## config.mk

```make
export PLATFORM = sky130hd
export DESIGN_NAME = pdss_slave
export DESIGN_NICKNAME = d
export VERILOG_FILES = /design/src/pdss_pkg.sv /design/src/pdss_slave.sv
export VERILOG_INCLUDE_DIRS = /design/src /design/src/src
export SDC_FILE = /design/constraint.sdc
export NUM_CORES = 2
export LEC_CHECK = 0
export ABC_AREA = 0
export BUFFER_PORTS_ARGS = -buffer_cell sky130_fd_sc_hd__buf_4
export CORE_MARGIN = 2
export CORE_UTILIZATION = 44
export DETAILED_ROUTE_END_ITERATION = 8
export HOLD_SLACK_MARGIN = 0.05
export SYNTH_ARGS = -nofsm -noshare
export SYNTH_HDL_FRONTEND = slang
export SYNTH_HIERARCHICAL = 1
export SYNTH_SLANG_ARGS = --single-unit
```

## constraint.sdc

```tcl
create_clock -name clock -period 3 [get_ports clock]
set_input_delay 0.45 -clock clock [delete_from_list [all_inputs] [get_ports clock]]
set_output_delay 0.45 -clock clock [all_outputs]
set_load 0.02 [all_outputs]
```

## src/pdss_map.svh

```systemverilog
// constants of the presence-detect serial slave
`ifndef PDSS_MAP_SVH
`define PDSS_MAP_SVH
`define PDSS_TYPE_MEM 4'hA
`define PDSS_TYPE_PROT 4'h6
`define PDSS_SEL_TYPE 7:4
`define PDSS_SEL_CHIP 3:1
`define PDSS_SEL_RW 0
`define PDSS_MSB 7
`define PDSS_BYTE_BITS 4'h8
`define PDSS_LAST_BIT 4'h7
`define PDSS_CLK_PERIOD_NS 8
`define PDSS_TWRC_MAX_NS 10000000
`define PDSS_FIFO_DEPTH 4
`define PDSS_DRAIN_CYC 4
`define PDSS_MEM_BYTES 256
`endif

```

## src/pdss_pkg.sv

```systemverilog
// types of the presence-detect serial slave
package pdss_pkg;
  // bus-side progress of the slave
  typedef enum logic [2:0] {
    ST_IDLE, ST_RX, ST_ACK, ST_TX, ST_TXACK, ST_WAIT
  } pdss_state_t;
  // meaning of the byte being received
  typedef enum logic [1:0] {PH_SEL, PH_ADDR, PH_DATA} pdss_phase_t;
  // one buffered write towards the storage
  typedef struct packed {
    logic prot;
    logic [7:0] addr;
    logic [7:0] data;
  } pdss_wr_t;
endpackage

```

## src/pdss_slave.sv

```systemverilog
// presence-detect two-wire slave with write buffer and storage
`timescale 1ns/1ps
`include "pdss_map.svh"

// ----------------------------------------
// write buffer
// ----------------------------------------
module pdss_fifo #(
  parameter int W = 17,
  parameter int D = 4
) (
  input wire logic clock,
  input wire logic rst,
  input wire logic ce,
  input wire logic in_valid,
  output logic in_ready,
  input wire logic [W-1:0] in_data,
  output logic out_valid,
  input wire logic out_ready,
  output logic [W-1:0] out_data
);
  localparam int AW = (D > 1) ? $clog2(D) : 1;
  logic [W-1:0] mem_q [D]; // entries
  logic [AW-1:0] wp_q, wp_d, rp_q, rp_d; // pointers
  logic [AW:0] cnt_q, cnt_d; // fill level
  logic push, pop;

  // wrap a pointer at the depth
  function automatic logic [AW-1:0] bump(input logic [AW-1:0] p);
    bump = (p == AW'(D - 1)) ? '0 : p + 1'b1;
  endfunction

  assign in_ready = (cnt_q != (AW + 1)'(D));
  assign out_valid = (cnt_q != '0);
  assign out_data = mem_q[rp_q];
  assign push = in_valid && in_ready;
  assign pop = out_valid && out_ready;

  // next pointers and level
  always_comb begin
    wp_d = push ? bump(wp_q) : wp_q;
    rp_d = pop ? bump(rp_q) : rp_q;
    cnt_d = cnt_q + (AW + 1)'(push) - (AW + 1)'(pop);
  end

  // register pointers; entries need no reset
  always_ff @(posedge clock) begin
    if (rst) begin
      wp_q <= '0;
      rp_q <= '0;
      cnt_q <= '0;
    end else if (ce) begin
      wp_q <= wp_d;
      rp_q <= rp_d;
      cnt_q <= cnt_d;
      if (push) begin
        mem_q[wp_q] <= in_data;
      end
    end
  end
endmodule

// ----------------------------------------
// serial slave
// ----------------------------------------
// Summary of operation
// - sda changes only while scl low
// - sda edge at scl high is start/stop
// - ignore everything until a start
// - stop sends slave to standby
// - transmitter releases sda after eight bits
// - receiver pulls sda low on ninth clock
// - acknowledge own select after start
// - acknowledge every written byte
// - send eight bits, then sample master ack
// - master ack continues with next byte
// - no master ack: stop, await stop
// - all bytes most significant bit first
// - select holds type, strap bits, direction
// - ignore select during write cycle time
module pdss_slave #(
  parameter int MEM_BYTES = `PDSS_MEM_BYTES,
  parameter int FIFO_DEPTH = `PDSS_FIFO_DEPTH,
  parameter int DRAIN_CYC = `PDSS_DRAIN_CYC,
  parameter int WRC_CYC = `PDSS_TWRC_MAX_NS / `PDSS_CLK_PERIOD_NS
) (
  input wire logic clock,
  input wire logic rst,
  input wire logic ce,
  input wire logic scl_i,
  input wire logic sda_i,
  input wire logic strap_addr_bit0,
  input wire logic strap_addr_bit1,
  input wire logic strap_addr_bit2,
  output logic scl_o,
  output logic scl_oe,
  output logic sda_o,
  output logic sda_oe,
  output logic prog_busy
);
  localparam int AW = $clog2(MEM_BYTES);
  localparam int BW = $clog2(WRC_CYC + 1);
  localparam int DW = $clog2(DRAIN_CYC + 1);
  localparam int FW = $bits(pdss_pkg::pdss_wr_t);

  // ----------------------------------------
  // pin synchronisers and bus events
  // ----------------------------------------
  logic [1:0] scl_sy_q, sda_sy_q; // two-flop stages
  logic [2:0] strap_m_q, strap_s_q; // strap stages
  logic scl_p_q, sda_p_q; // previous settled levels
  logic scl_s, sda_s;
  logic scl_rise, scl_fall, start_w, stop_w;

  // only the second stage feeds any logic
  always_ff @(posedge clock) begin
    if (rst) begin
      scl_sy_q <= 2'h3;
      sda_sy_q <= 2'h3;
      scl_p_q <= 1'b1;
      sda_p_q <= 1'b1;
      strap_m_q <= 3'h0;
      strap_s_q <= 3'h0;
    end else if (ce) begin
      scl_sy_q <= {scl_sy_q[0], scl_i};
      sda_sy_q <= {sda_sy_q[0], sda_i};
      scl_p_q <= scl_sy_q[1];
      sda_p_q <= sda_sy_q[1];
      strap_m_q <= {strap_addr_bit2, strap_addr_bit1, strap_addr_bit0};
      strap_s_q <= strap_m_q;
    end
  end

  assign scl_s = scl_sy_q[1];
  assign sda_s = sda_sy_q[1];
  assign scl_rise = scl_s && !scl_p_q;
  assign scl_fall = !scl_s && scl_p_q;
  // sda edges with scl high steady are never data
  assign start_w = scl_s && scl_p_q && sda_p_q && !sda_s;
  assign stop_w = scl_s && scl_p_q && !sda_p_q && sda_s;

  // ----------------------------------------
  // storage and buffered programming
  // ----------------------------------------
  logic [7:0] mem_q [MEM_BYTES]; // memory array
  logic [7:0] prot_reg_q; // protection byte
  logic [DW-1:0] drain_q, drain_d; // pacing of writes
  logic f_in_ready, f_out_valid, f_out_ready, push;
  pdss_pkg::pdss_wr_t f_in, f_out;

  pdss_fifo #(.W(FW), .D(FIFO_DEPTH)) u_fifo (
    .clock(clock),
    .rst(rst),
    .ce(ce),
    .in_valid(push),
    .in_ready(f_in_ready),
    .in_data(f_in),
    .out_valid(f_out_valid),
    .out_ready(f_out_ready),
    .out_data(f_out)
  );

  // one write every DRAIN_CYC cycles; a full buffer stretches scl
  assign f_out_ready = (drain_q == '0);
  always_comb begin
    drain_d = drain_q;
    if (f_out_valid && f_out_ready) begin
      drain_d = DW'(DRAIN_CYC - 1);
    end else if (drain_q != '0) begin
      drain_d = drain_q - 1'b1;
    end
  end

  // storage holds no reset so contents survive it
  always_ff @(posedge clock) begin
    if (rst) begin
      drain_q <= '0;
    end else if (ce) begin
      drain_q <= drain_d;
      if (f_out_valid && f_out_ready) begin
        if (!f_out.prot) begin
          mem_q[f_out.addr[AW-1:0]] <= f_out.data;
        end
      end
    end
  end

  // protection byte is control state, so it resets
  always_ff @(posedge clock) begin
    if (rst) begin
      prot_reg_q <= 8'h00;
    end else if (ce && f_out_valid && f_out_ready && f_out.prot) begin
      prot_reg_q <= f_out.data;
    end
  end

  // ----------------------------------------
  // bus state machine
  // ----------------------------------------
  pdss_pkg::pdss_state_t st_q, st_d;
  pdss_pkg::pdss_phase_t ph_q, ph_d;
  logic [3:0] cnt_q, cnt_d; // bit count
  logic [7:0] sh_q, sh_d; // shift register
  logic [AW-1:0] ptr_q, ptr_d; // byte pointer
  logic rw_q, rw_d, prot_q, prot_d; // direction, target
  logic mack_q, mack_d; // master acknowledged
  logic wr_q, wr_d; // data written this transfer
  logic [BW-1:0] busy_q, busy_d; // write cycle timer
  logic sda_oe_q, sda_oe_d, scl_oe_q, scl_oe_d;
  logic sda_o_q, scl_o_q, busy_out_q;
  logic byte_end, sel_hit;
  logic [7:0] rd_byte;

  // a select matches type code and straps; sel_hit also needs busy_q at zero, so not while programming
  function automatic logic sel_match(input logic [7:0] b, input logic [2:0] s);
    sel_match = (b[`PDSS_SEL_TYPE] == `PDSS_TYPE_MEM ||
                 b[`PDSS_SEL_TYPE] == `PDSS_TYPE_PROT) && b[`PDSS_SEL_CHIP] == s;
  endfunction

  // byte complete, held while scl is stretched
  assign byte_end = (cnt_q == `PDSS_BYTE_BITS) && (scl_fall || scl_oe_q);
  assign sel_hit = sel_match(sh_q, strap_s_q) && (busy_q == '0);
  // reads do not see bytes still in the buffer
  assign rd_byte = prot_q ? prot_reg_q : mem_q[ptr_q];
  assign f_in = '{prot: prot_q, addr: 8'(ptr_q), data: sh_q};

  // next state of the bus side
  always_comb begin
    st_d = st_q;
    ph_d = ph_q;
    cnt_d = cnt_q;
    sh_d = sh_q;
    ptr_d = ptr_q;
    rw_d = rw_q;
    prot_d = prot_q;
    mack_d = mack_q;
    wr_d = wr_q;
    sda_oe_d = sda_oe_q;
    scl_oe_d = 1'b0;
    push = 1'b0;
    busy_d = (busy_q != '0) ? busy_q - 1'b1 : busy_q;
    if (start_w) begin
      st_d = pdss_pkg::ST_RX;
      ph_d = pdss_pkg::PH_SEL;
      cnt_d = 4'h0;
      sda_oe_d = 1'b0;
    end else if (stop_w) begin
      st_d = pdss_pkg::ST_IDLE;
      sda_oe_d = 1'b0;
      wr_d = 1'b0;
      if (wr_q) begin
        busy_d = BW'(WRC_CYC);
      end
    end else begin
      unique case (st_q)
        pdss_pkg::ST_IDLE, pdss_pkg::ST_WAIT: begin
          // deaf until the next start
        end
        pdss_pkg::ST_RX: begin
          if (scl_rise) begin
            sh_d = {sh_q[6:0], sda_s};
            cnt_d = cnt_q + 1'b1;
          end else if (byte_end) begin
            unique case (ph_q)
              pdss_pkg::PH_SEL: begin
                if (sel_hit) begin
                  sda_oe_d = 1'b1;
                  st_d = pdss_pkg::ST_ACK;
                  rw_d = sh_q[`PDSS_SEL_RW];
                  prot_d = (sh_q[`PDSS_SEL_TYPE] == `PDSS_TYPE_PROT);
                end else begin
                  st_d = pdss_pkg::ST_WAIT;
                end
              end
              pdss_pkg::PH_ADDR: begin
                ptr_d = sh_q[AW-1:0];
                sda_oe_d = 1'b1;
                st_d = pdss_pkg::ST_ACK;
              end
              pdss_pkg::PH_DATA: begin
                if (!f_in_ready) begin
                  scl_oe_d = 1'b1; // hold scl low until room
                end else begin
                  push = 1'b1;
                  ptr_d = ptr_q + 1'b1;
                  wr_d = 1'b1;
                  sda_oe_d = 1'b1;
                  // after a stretch, keep scl low one more cycle so sda settles first
                  scl_oe_d = scl_oe_q;
                  st_d = pdss_pkg::ST_ACK;
                end
              end
              default: st_d = pdss_pkg::ST_WAIT;
            endcase
          end
        end
        pdss_pkg::ST_ACK: begin
          if (scl_fall) begin
            sda_oe_d = 1'b0;
            cnt_d = 4'h0;
            if (ph_q == pdss_pkg::PH_SEL && rw_q) begin
              sh_d = rd_byte;
              sda_oe_d = !rd_byte[`PDSS_MSB];
              ptr_d = ptr_q + 1'b1;
              st_d = pdss_pkg::ST_TX;
            end else begin
              st_d = pdss_pkg::ST_RX;
              ph_d = (ph_q == pdss_pkg::PH_SEL) ? pdss_pkg::PH_ADDR : pdss_pkg::PH_DATA;
            end
          end
        end
        pdss_pkg::ST_TX: begin
          if (scl_fall) begin
            if (cnt_q == `PDSS_LAST_BIT) begin
              sda_oe_d = 1'b0;
              st_d = pdss_pkg::ST_TXACK;
            end else begin
              sh_d = {sh_q[6:0], 1'b0};
              sda_oe_d = !sh_q[6];
              cnt_d = cnt_q + 1'b1;
            end
          end
        end
        pdss_pkg::ST_TXACK: begin
          if (scl_rise) begin
            mack_d = !sda_s;
          end else if (scl_fall) begin
            cnt_d = 4'h0;
            if (mack_q) begin
              sh_d = rd_byte;
              sda_oe_d = !rd_byte[`PDSS_MSB];
              ptr_d = ptr_q + 1'b1;
              st_d = pdss_pkg::ST_TX;
            end else begin
              st_d = pdss_pkg::ST_WAIT;
            end
          end
        end
      endcase
    end
  end

  // register the bus side; pin drivers are plain flops
  always_ff @(posedge clock) begin
    if (rst) begin
      st_q <= pdss_pkg::ST_IDLE;
      ph_q <= pdss_pkg::PH_SEL;
      cnt_q <= 4'h0;
      sh_q <= 8'h00;
      ptr_q <= '0;
      rw_q <= 1'b0;
      prot_q <= 1'b0;
      mack_q <= 1'b0;
      wr_q <= 1'b0;
      busy_q <= '0;
      sda_oe_q <= 1'b0;
      scl_oe_q <= 1'b0;
      sda_o_q <= 1'b0;
      scl_o_q <= 1'b0;
      busy_out_q <= 1'b0;
    end else if (ce) begin
      st_q <= st_d;
      ph_q <= ph_d;
      cnt_q <= cnt_d;
      sh_q <= sh_d;
      ptr_q <= ptr_d;
      rw_q <= rw_d;
      prot_q <= prot_d;
      mack_q <= mack_d;
      wr_q <= wr_d;
      busy_q <= busy_d;
      sda_oe_q <= sda_oe_d;
      scl_oe_q <= scl_oe_d;
      sda_o_q <= 1'b0;
      scl_o_q <= 1'b0;
      busy_out_q <= (busy_d != '0);
    end
  end

  assign sda_oe = sda_oe_q;
  assign scl_oe = scl_oe_q;
  assign sda_o = sda_o_q;
  assign scl_o = scl_o_q;
  assign prog_busy = busy_out_q;
endmodule

```

# --- After elaboration in Yosys (flattened, before gate mapping) ---
# Memory sizes are Yosys's and may differ from the RTL's. A register that Yosys moved wholly into a read port is not among the register bits.
# Cells that the tools add are included.
totals:
  memories: 2
  word_cells: 241
  register_bits: 83
  ram_bits: 2116
  out_inout_bits: 5
classes:
  n_reduce_logical: 55
  muxes: 104
  eq_ne: 45
  bitwise_logic: 3
  n_addsub: 8
memory_table:
  columns: ["name", "depth", "width", "rd", "rd_clocked_by_memory_dff", "wr", "line", "rtl"]
  rows:
  - ["mem_q", 256, 8, 1, 1, 1, "pdss_slave.sv:145", "logic [7:0] mem_q [MEM_BYTES];"]
  - ["u_fifo.mem_q", 4, 17, 1, 1, 1, "pdss_slave.sv:23", "logic [W-1:0] mem_q [D];"]
op_table:
  columns: ["cell", "count"]
  rows:
  - ["two-way mux 8 bit", 19]
  - ["two-way mux 21 bit", 4]
  - ["two-way mux 3 bit", 14]
  - ["nonzero test 21 bit", 2]
  - ["two-way mux 1 bit", 41]
  - ["!= test 4 bit (second input constant)", 8]
  - ["one-hot mux 8 bit (4 select lines)", 1]
  - ["two-way mux 4 bit", 7]
  - ["!= test 2 bit (second input constant)", 12]
  - ["one-hot mux 8 bit (3 select lines)", 1]
  - ["AND reduction 12 bit", 2]
  - ["two-way mux 2 bit", 11]
  - ["logical NOT 21 bit", 1]
  - ["subtractor 21 x 1 -> 21 bit (second input constant)", 1]
  - ["!= test 3 bit (second input constant)", 6]
  - ["logical AND 1 bit", 16]
  - ["one-hot mux 4 bit (4 select lines)", 1]
  - ["one-hot mux 8 bit (2 select lines)", 1]
  - ["AND reduction 7 bit", 2]
  - ["nonzero test 2 bit", 7]
  - ["AND reduction 13 bit", 1]
  - ["one-hot mux 3 bit (4 select lines)", 1]
  - ["!= test 5 bit (second input constant)", 2]
  - ["AND reduction 10 bit", 1]
  - ["other kinds (33)", 53]

# --- Logic depth before layout (Yosys ltp) ---
depth:
  ltp_word: 14
  depth_mapped: 13
  mapped_depth_nobuf: 13

# --- Modules after synthesis ---
# Netlist, hierarchy kept.
by_module_without_submodules:
  columns: ["mod", "instances", "area_each_um2", "cells_per_inst"]
  rows:
  - ["pdss_slave", 1, 84000.6, 4185]
  - ["pdss_fifo", 1, 2974.1, 145]

# --- Worst setup path after synthesis ---
# Ideal clock, no wire load.
synth_timing:
  path_type: "register -> register"
  startpoint: "register (tool-made name)"
  endpoint: "memory mem_q[0][6], data pin"
  setup_ps: 553
  stages_incl_launch_ff: 4
  t_required_ps: 2447
  slack_ps: -157
  synth_period_minus_slack_ps: 3157
  arrival_ps: 2604
  path_cell_list: "dfxtp_1 -> buf_4 -> buf_6 -> mux4_2"
synth_lines:
  columns: ["element", "line"]
  rows:
  - ["end: declaration", "pdss_slave.sv:145"]

==> results.sh <==
export IMPL_ir_drop_mv=0.610
export IMPL_drt_pass1_iterations=5
export IMPL_hold_start="scl_i"
export IMPL_leakagePower_uw=0.0333
export IMPL_cts_max_level=4
export IMPL_rows=163
export IMPL_finalSetupViolCount=7
export IMPL_clkTransAtPathRegs_ns=0.06
export IMPL_grt_pass1_vias=46427
export IMPL_grt_pass1_wl_um=337000
export IMPL_run_status="finished with violations"
export IMPL_yosysWarnings=6
export IMPL_seqPwrFrac_pct=51.7
export IMPL_core_um2=197000
export IMPL_clockRootBuffer="clkbuf_16"
export IMPL_slew_headroom_pct=27.4
export IMPL_cp_arrival_ns=3.84
export IMPL_cp_start_kind="flop"
export IMPL_r2r_setup_slack_ns=-0.08
export IMPL_finalWirelength_um=233000
export IMPL_synthFlopType="edfxtp_1"
export IMPL_tns_ns=-0.226
export IMPL_die_h_um=449
export IMPL_violations="setup timing"
export IMPL_utilization_pct=53.0
export IMPL_power_density_nw_per_um2=637
export IMPL_critPathRequiredTime_ns=3.76
export IMPL_gr_total_overflow=0
export IMPL_final_common_cell="edfxtp_1"
export IMPL_period_share_pct=103
export IMPL_dpl_worst_slack_ns=-0.462
export IMPL_drive_gt1_share_pct=33.9
export IMPL_fin_area_um2=104000
export IMPL_antenna_found_initial=6
export IMPL_ios=13
export IMPL_hold_path_class="primary input to flop"
export IMPL_skew_ns=0.0492
export IMPL_grtUsageTotal_pct=23.0
export IMPL_synthesis_area_um2=87000
export IMPL_drtIter0Drc=5266
export IMPL_worstSetupEndpointType="flop"
export IMPL_ys_ff_latch=2209
export IMPL_vias_per_cell=5.84
export IMPL_filler_cell_count=15210
export IMPL_die_w_um=449
export IMPL_pwr_share_comb_pct=6.6
export IMPL_synth_top_area_share_pct=73.1
export IMPL_cts_sinks=2209
export IMPL_pwr_share_clk_pct=41.7
export IMPL_dpl_cell_area_um2=95800
export IMPL_rr_worst_depth=10
export IMPL_final_nets=5153
export IMPL_tightest_slew_ns=1.09
export IMPL_slew_viol_final=0
export IMPL_cts_tree="built"
export IMPL_cts_buffers=221
export IMPL_synth_distinct_cells=82
export IMPL_swShare_pct=22.5
export IMPL_insertion_delay_ns=0.89
export IMPL_start_util_pct=44.2
export IMPL_avgSynthCellArea_um2=20.1
export IMPL_grt_max_degree=202
export IMPL_ys_async_sr_fraction_pct=0
export IMPL_fmax_mhz=325
export IMPL_fin_ws_ns=-0.0783
export IMPL_maxCapViolations=0
export IMPL_synth_area_leaders="edfxtp_1 (73%), mux4_2 (14%), dfxtp_1 (2.1%)"
export IMPL_finalCriticalPeriod_ns=3.08
export IMPL_gp_congestion=0.907
export IMPL_reg2reg_to="sh_q[3]"
export IMPL_final_cell_mix="edfxtp_1 (2,116), buf_4 (701), mux4_2 (536)"
export IMPL_routedWlPerCell_um=29.3
export IMPL_timing_hold_ws_ns=0.325
export IMPL_yosysTopAreaCell="edfxtp_1"
export IMPL_hold_path_cell_count=3
export IMPL_syn_to_final_growth_pct=20.0
export IMPL_p_int_uw=51600
export IMPL_min_to="scl_sy_q[0]"
export IMPL_rsz0062_at_grt="yes"
export IMPL_hold_violations=0
export IMPL_ant_nets=0
export IMPL_die_area_um2=201000
export IMPL_p_sw_uw=15000
export IMPL_synth_edf_count=2116
export IMPL_drc=0
export IMPL_synthCells=4330
export IMPL_synth_seq_area_share_pct=75.2
export IMPL_critPathMaxFanout=16
export IMPL_vias=46491
export IMPL_dpl_hpwl_um=151000
export IMPL_criticalPathCategory="flop to flop"
export IMPL_port_buffers=10
export IMPL_clockBufferDepth=3
-- worst max-delay path: stages, from the launching register on --
cell,delay [ns]
dfxtp_4,0.41
buf_4,0.14
buf_12,0.19
buf_16,0.20
mux4_2,0.57
mux4_2,0.57
mux2i_2,0.25
buf_4,0.15
o22ai_1,0.13
o21ai_0,0.18
a311oi_1,0.11
-- cell families after synthesis --
group	Yosys count	synth area share (%)
AND/OR/NAND/NOR	710	3.71
XOR/XNOR	11	0.111
buffers and inverters	281	1.83
AO/OA/AOI/OAI	444	3.49
adder cells (fa/ha/maj)	18	0.268
flip-flops	2209	75.2
other	1	0.00431
multiplexers	656	15.4
-- power groups by stage --
| stage | combinational, uW | sequential [uW] | clock (uW) |
|---|---|---|---|
| CTS | 4360 | 34400 | 28200 |
| detailed placement | 4330 | 35000 | 0 |
| finish | 4380 | 34400 | 27800 |
| global route | 4760 | 34400 | 29400 |
| floorplan | 2550 | 35100 | 0 |
| global placement | 4220 | 35000 | 0 |
-- layout make-up --
cell class / instances / area, um^2 / area share (%)
Antenna cell: 2 / 5.00 / 0.00480
Inverter: 28 / 110 / 0.105
Multi-Input combinational cell: 1841 / 20500 / 19.6
Timing Repair Buffer: 826 / 7710 / 7.38
Sequential cell: 2209 / 65400 / 62.7
Tap cell: 2640 / 3300 / 3.16
Clock inverter: 147 / 1620 / 1.55
Clock buffer: 262 / 5710 / 5.47
-- flip-flops by register name, summed over array words and instances (netlist names), 2 cells and up, named ones only --
register,flops
sda_sy_q,2
st_q,3
ptr_q,8
strap_m_q,3
prot_reg_q,8
ph_q,2
drain_q,3
cnt_q,4
strap_s_q,3
mem_q,2048
busy_q,21
sh_q,8
u_fifo/mem_q,68
u_fifo/wp_q,2
scl_sy_q,2
u_fifo/rp_q,2
u_fifo/cnt_q,3
-- Yosys cell counts, types with 7 or more instances --
| library cell | number |
|---|---|
| a22oi_1 | 67 |
| nor2_1 | 360 |
| a21oi_1 | 87 |
| or3_1 | 10 |
| edfxtp_1 | 2116 |
| buf_6 | 33 |
| nor4_1 | 14 |
| nor3b_1 | 7 |
| a21o_1 | 7 |
| o22ai_1 | 21 |
| buf_2 | 61 |
| a2111oi_0 | 7 |
| a311oi_1 | 12 |
| nand3_1 | 41 |
| a31oi_1 | 17 |
| nand4_1 | 12 |
| nor3_1 | 29 |
| ha_1 | 17 |
| o221ai_1 | 24 |
| inv_1 | 27 |
| dfxtp_1 | 93 |
| a221oi_1 | 12 |
| clkbuf_1 | 109 |
| mux4_2 | 544 |
| o21ai_1 | 7 |
| nand2b_1 | 26 |
| nor2b_1 | 30 |
| buf_1 | 12 |
| a211o_1 | 11 |
| and2_1 | 13 |
| mux2i_1 | 99 |
| a211oi_1 | 32 |
| and3_1 | 18 |
| o21ai_0 | 77 |
| a22o_1 | 9 |
| buf_4 | 29 |
| mux2_2 | 13 |
| nand2_1 | 121 |
| o211ai_1 | 10 |
-- layer usage --
| metal | routed length (um) | part of all wire, % | GRT usage [%] |
|---|---|---|---|
| met5 | 18 | 0.0077 | 0 |
| met4 | 7330 | 3.1 | 7.44 |
| met3 | 18000 | 7.7 | 4.06 |
| met2 | 110000 | 47 | 36.0 |
| met1 | 97400 | 42 | 33.1 |
-- how the worst max path moves through the flow --
stage	startpoint	end
floorplan	flop	mem_q[0][6]
global placement	flop	sh_q[7]
detailed placement	flop	sh_q[7]
CTS	flop	sh_q[7]
global route	flop	sh_q[4]
finish	flop	sh_q[3]
-- through the flow --
step | cells | total power, uW
6_report | 7955 | 66500
5_1_grt | 7954 | 68600
4_1_cts | 7929 | 67000
3_5_place_dp | 7491 | 39400
3_3_place_gp | 7491 | 39200
2_1_floorplan | 4331 | 37600
-- repair_timing --
action                     in CTS  in global routing
hold buffers                    7                  0
pin swaps                      20                 20
setup buffers                  18                 23
gates resized for setup        85                 65
setup endpoints to repair       9                 20
hold endpoints to repair       18                  0
gates cloned                    4                  2
(Power assumes the default switching activity.)
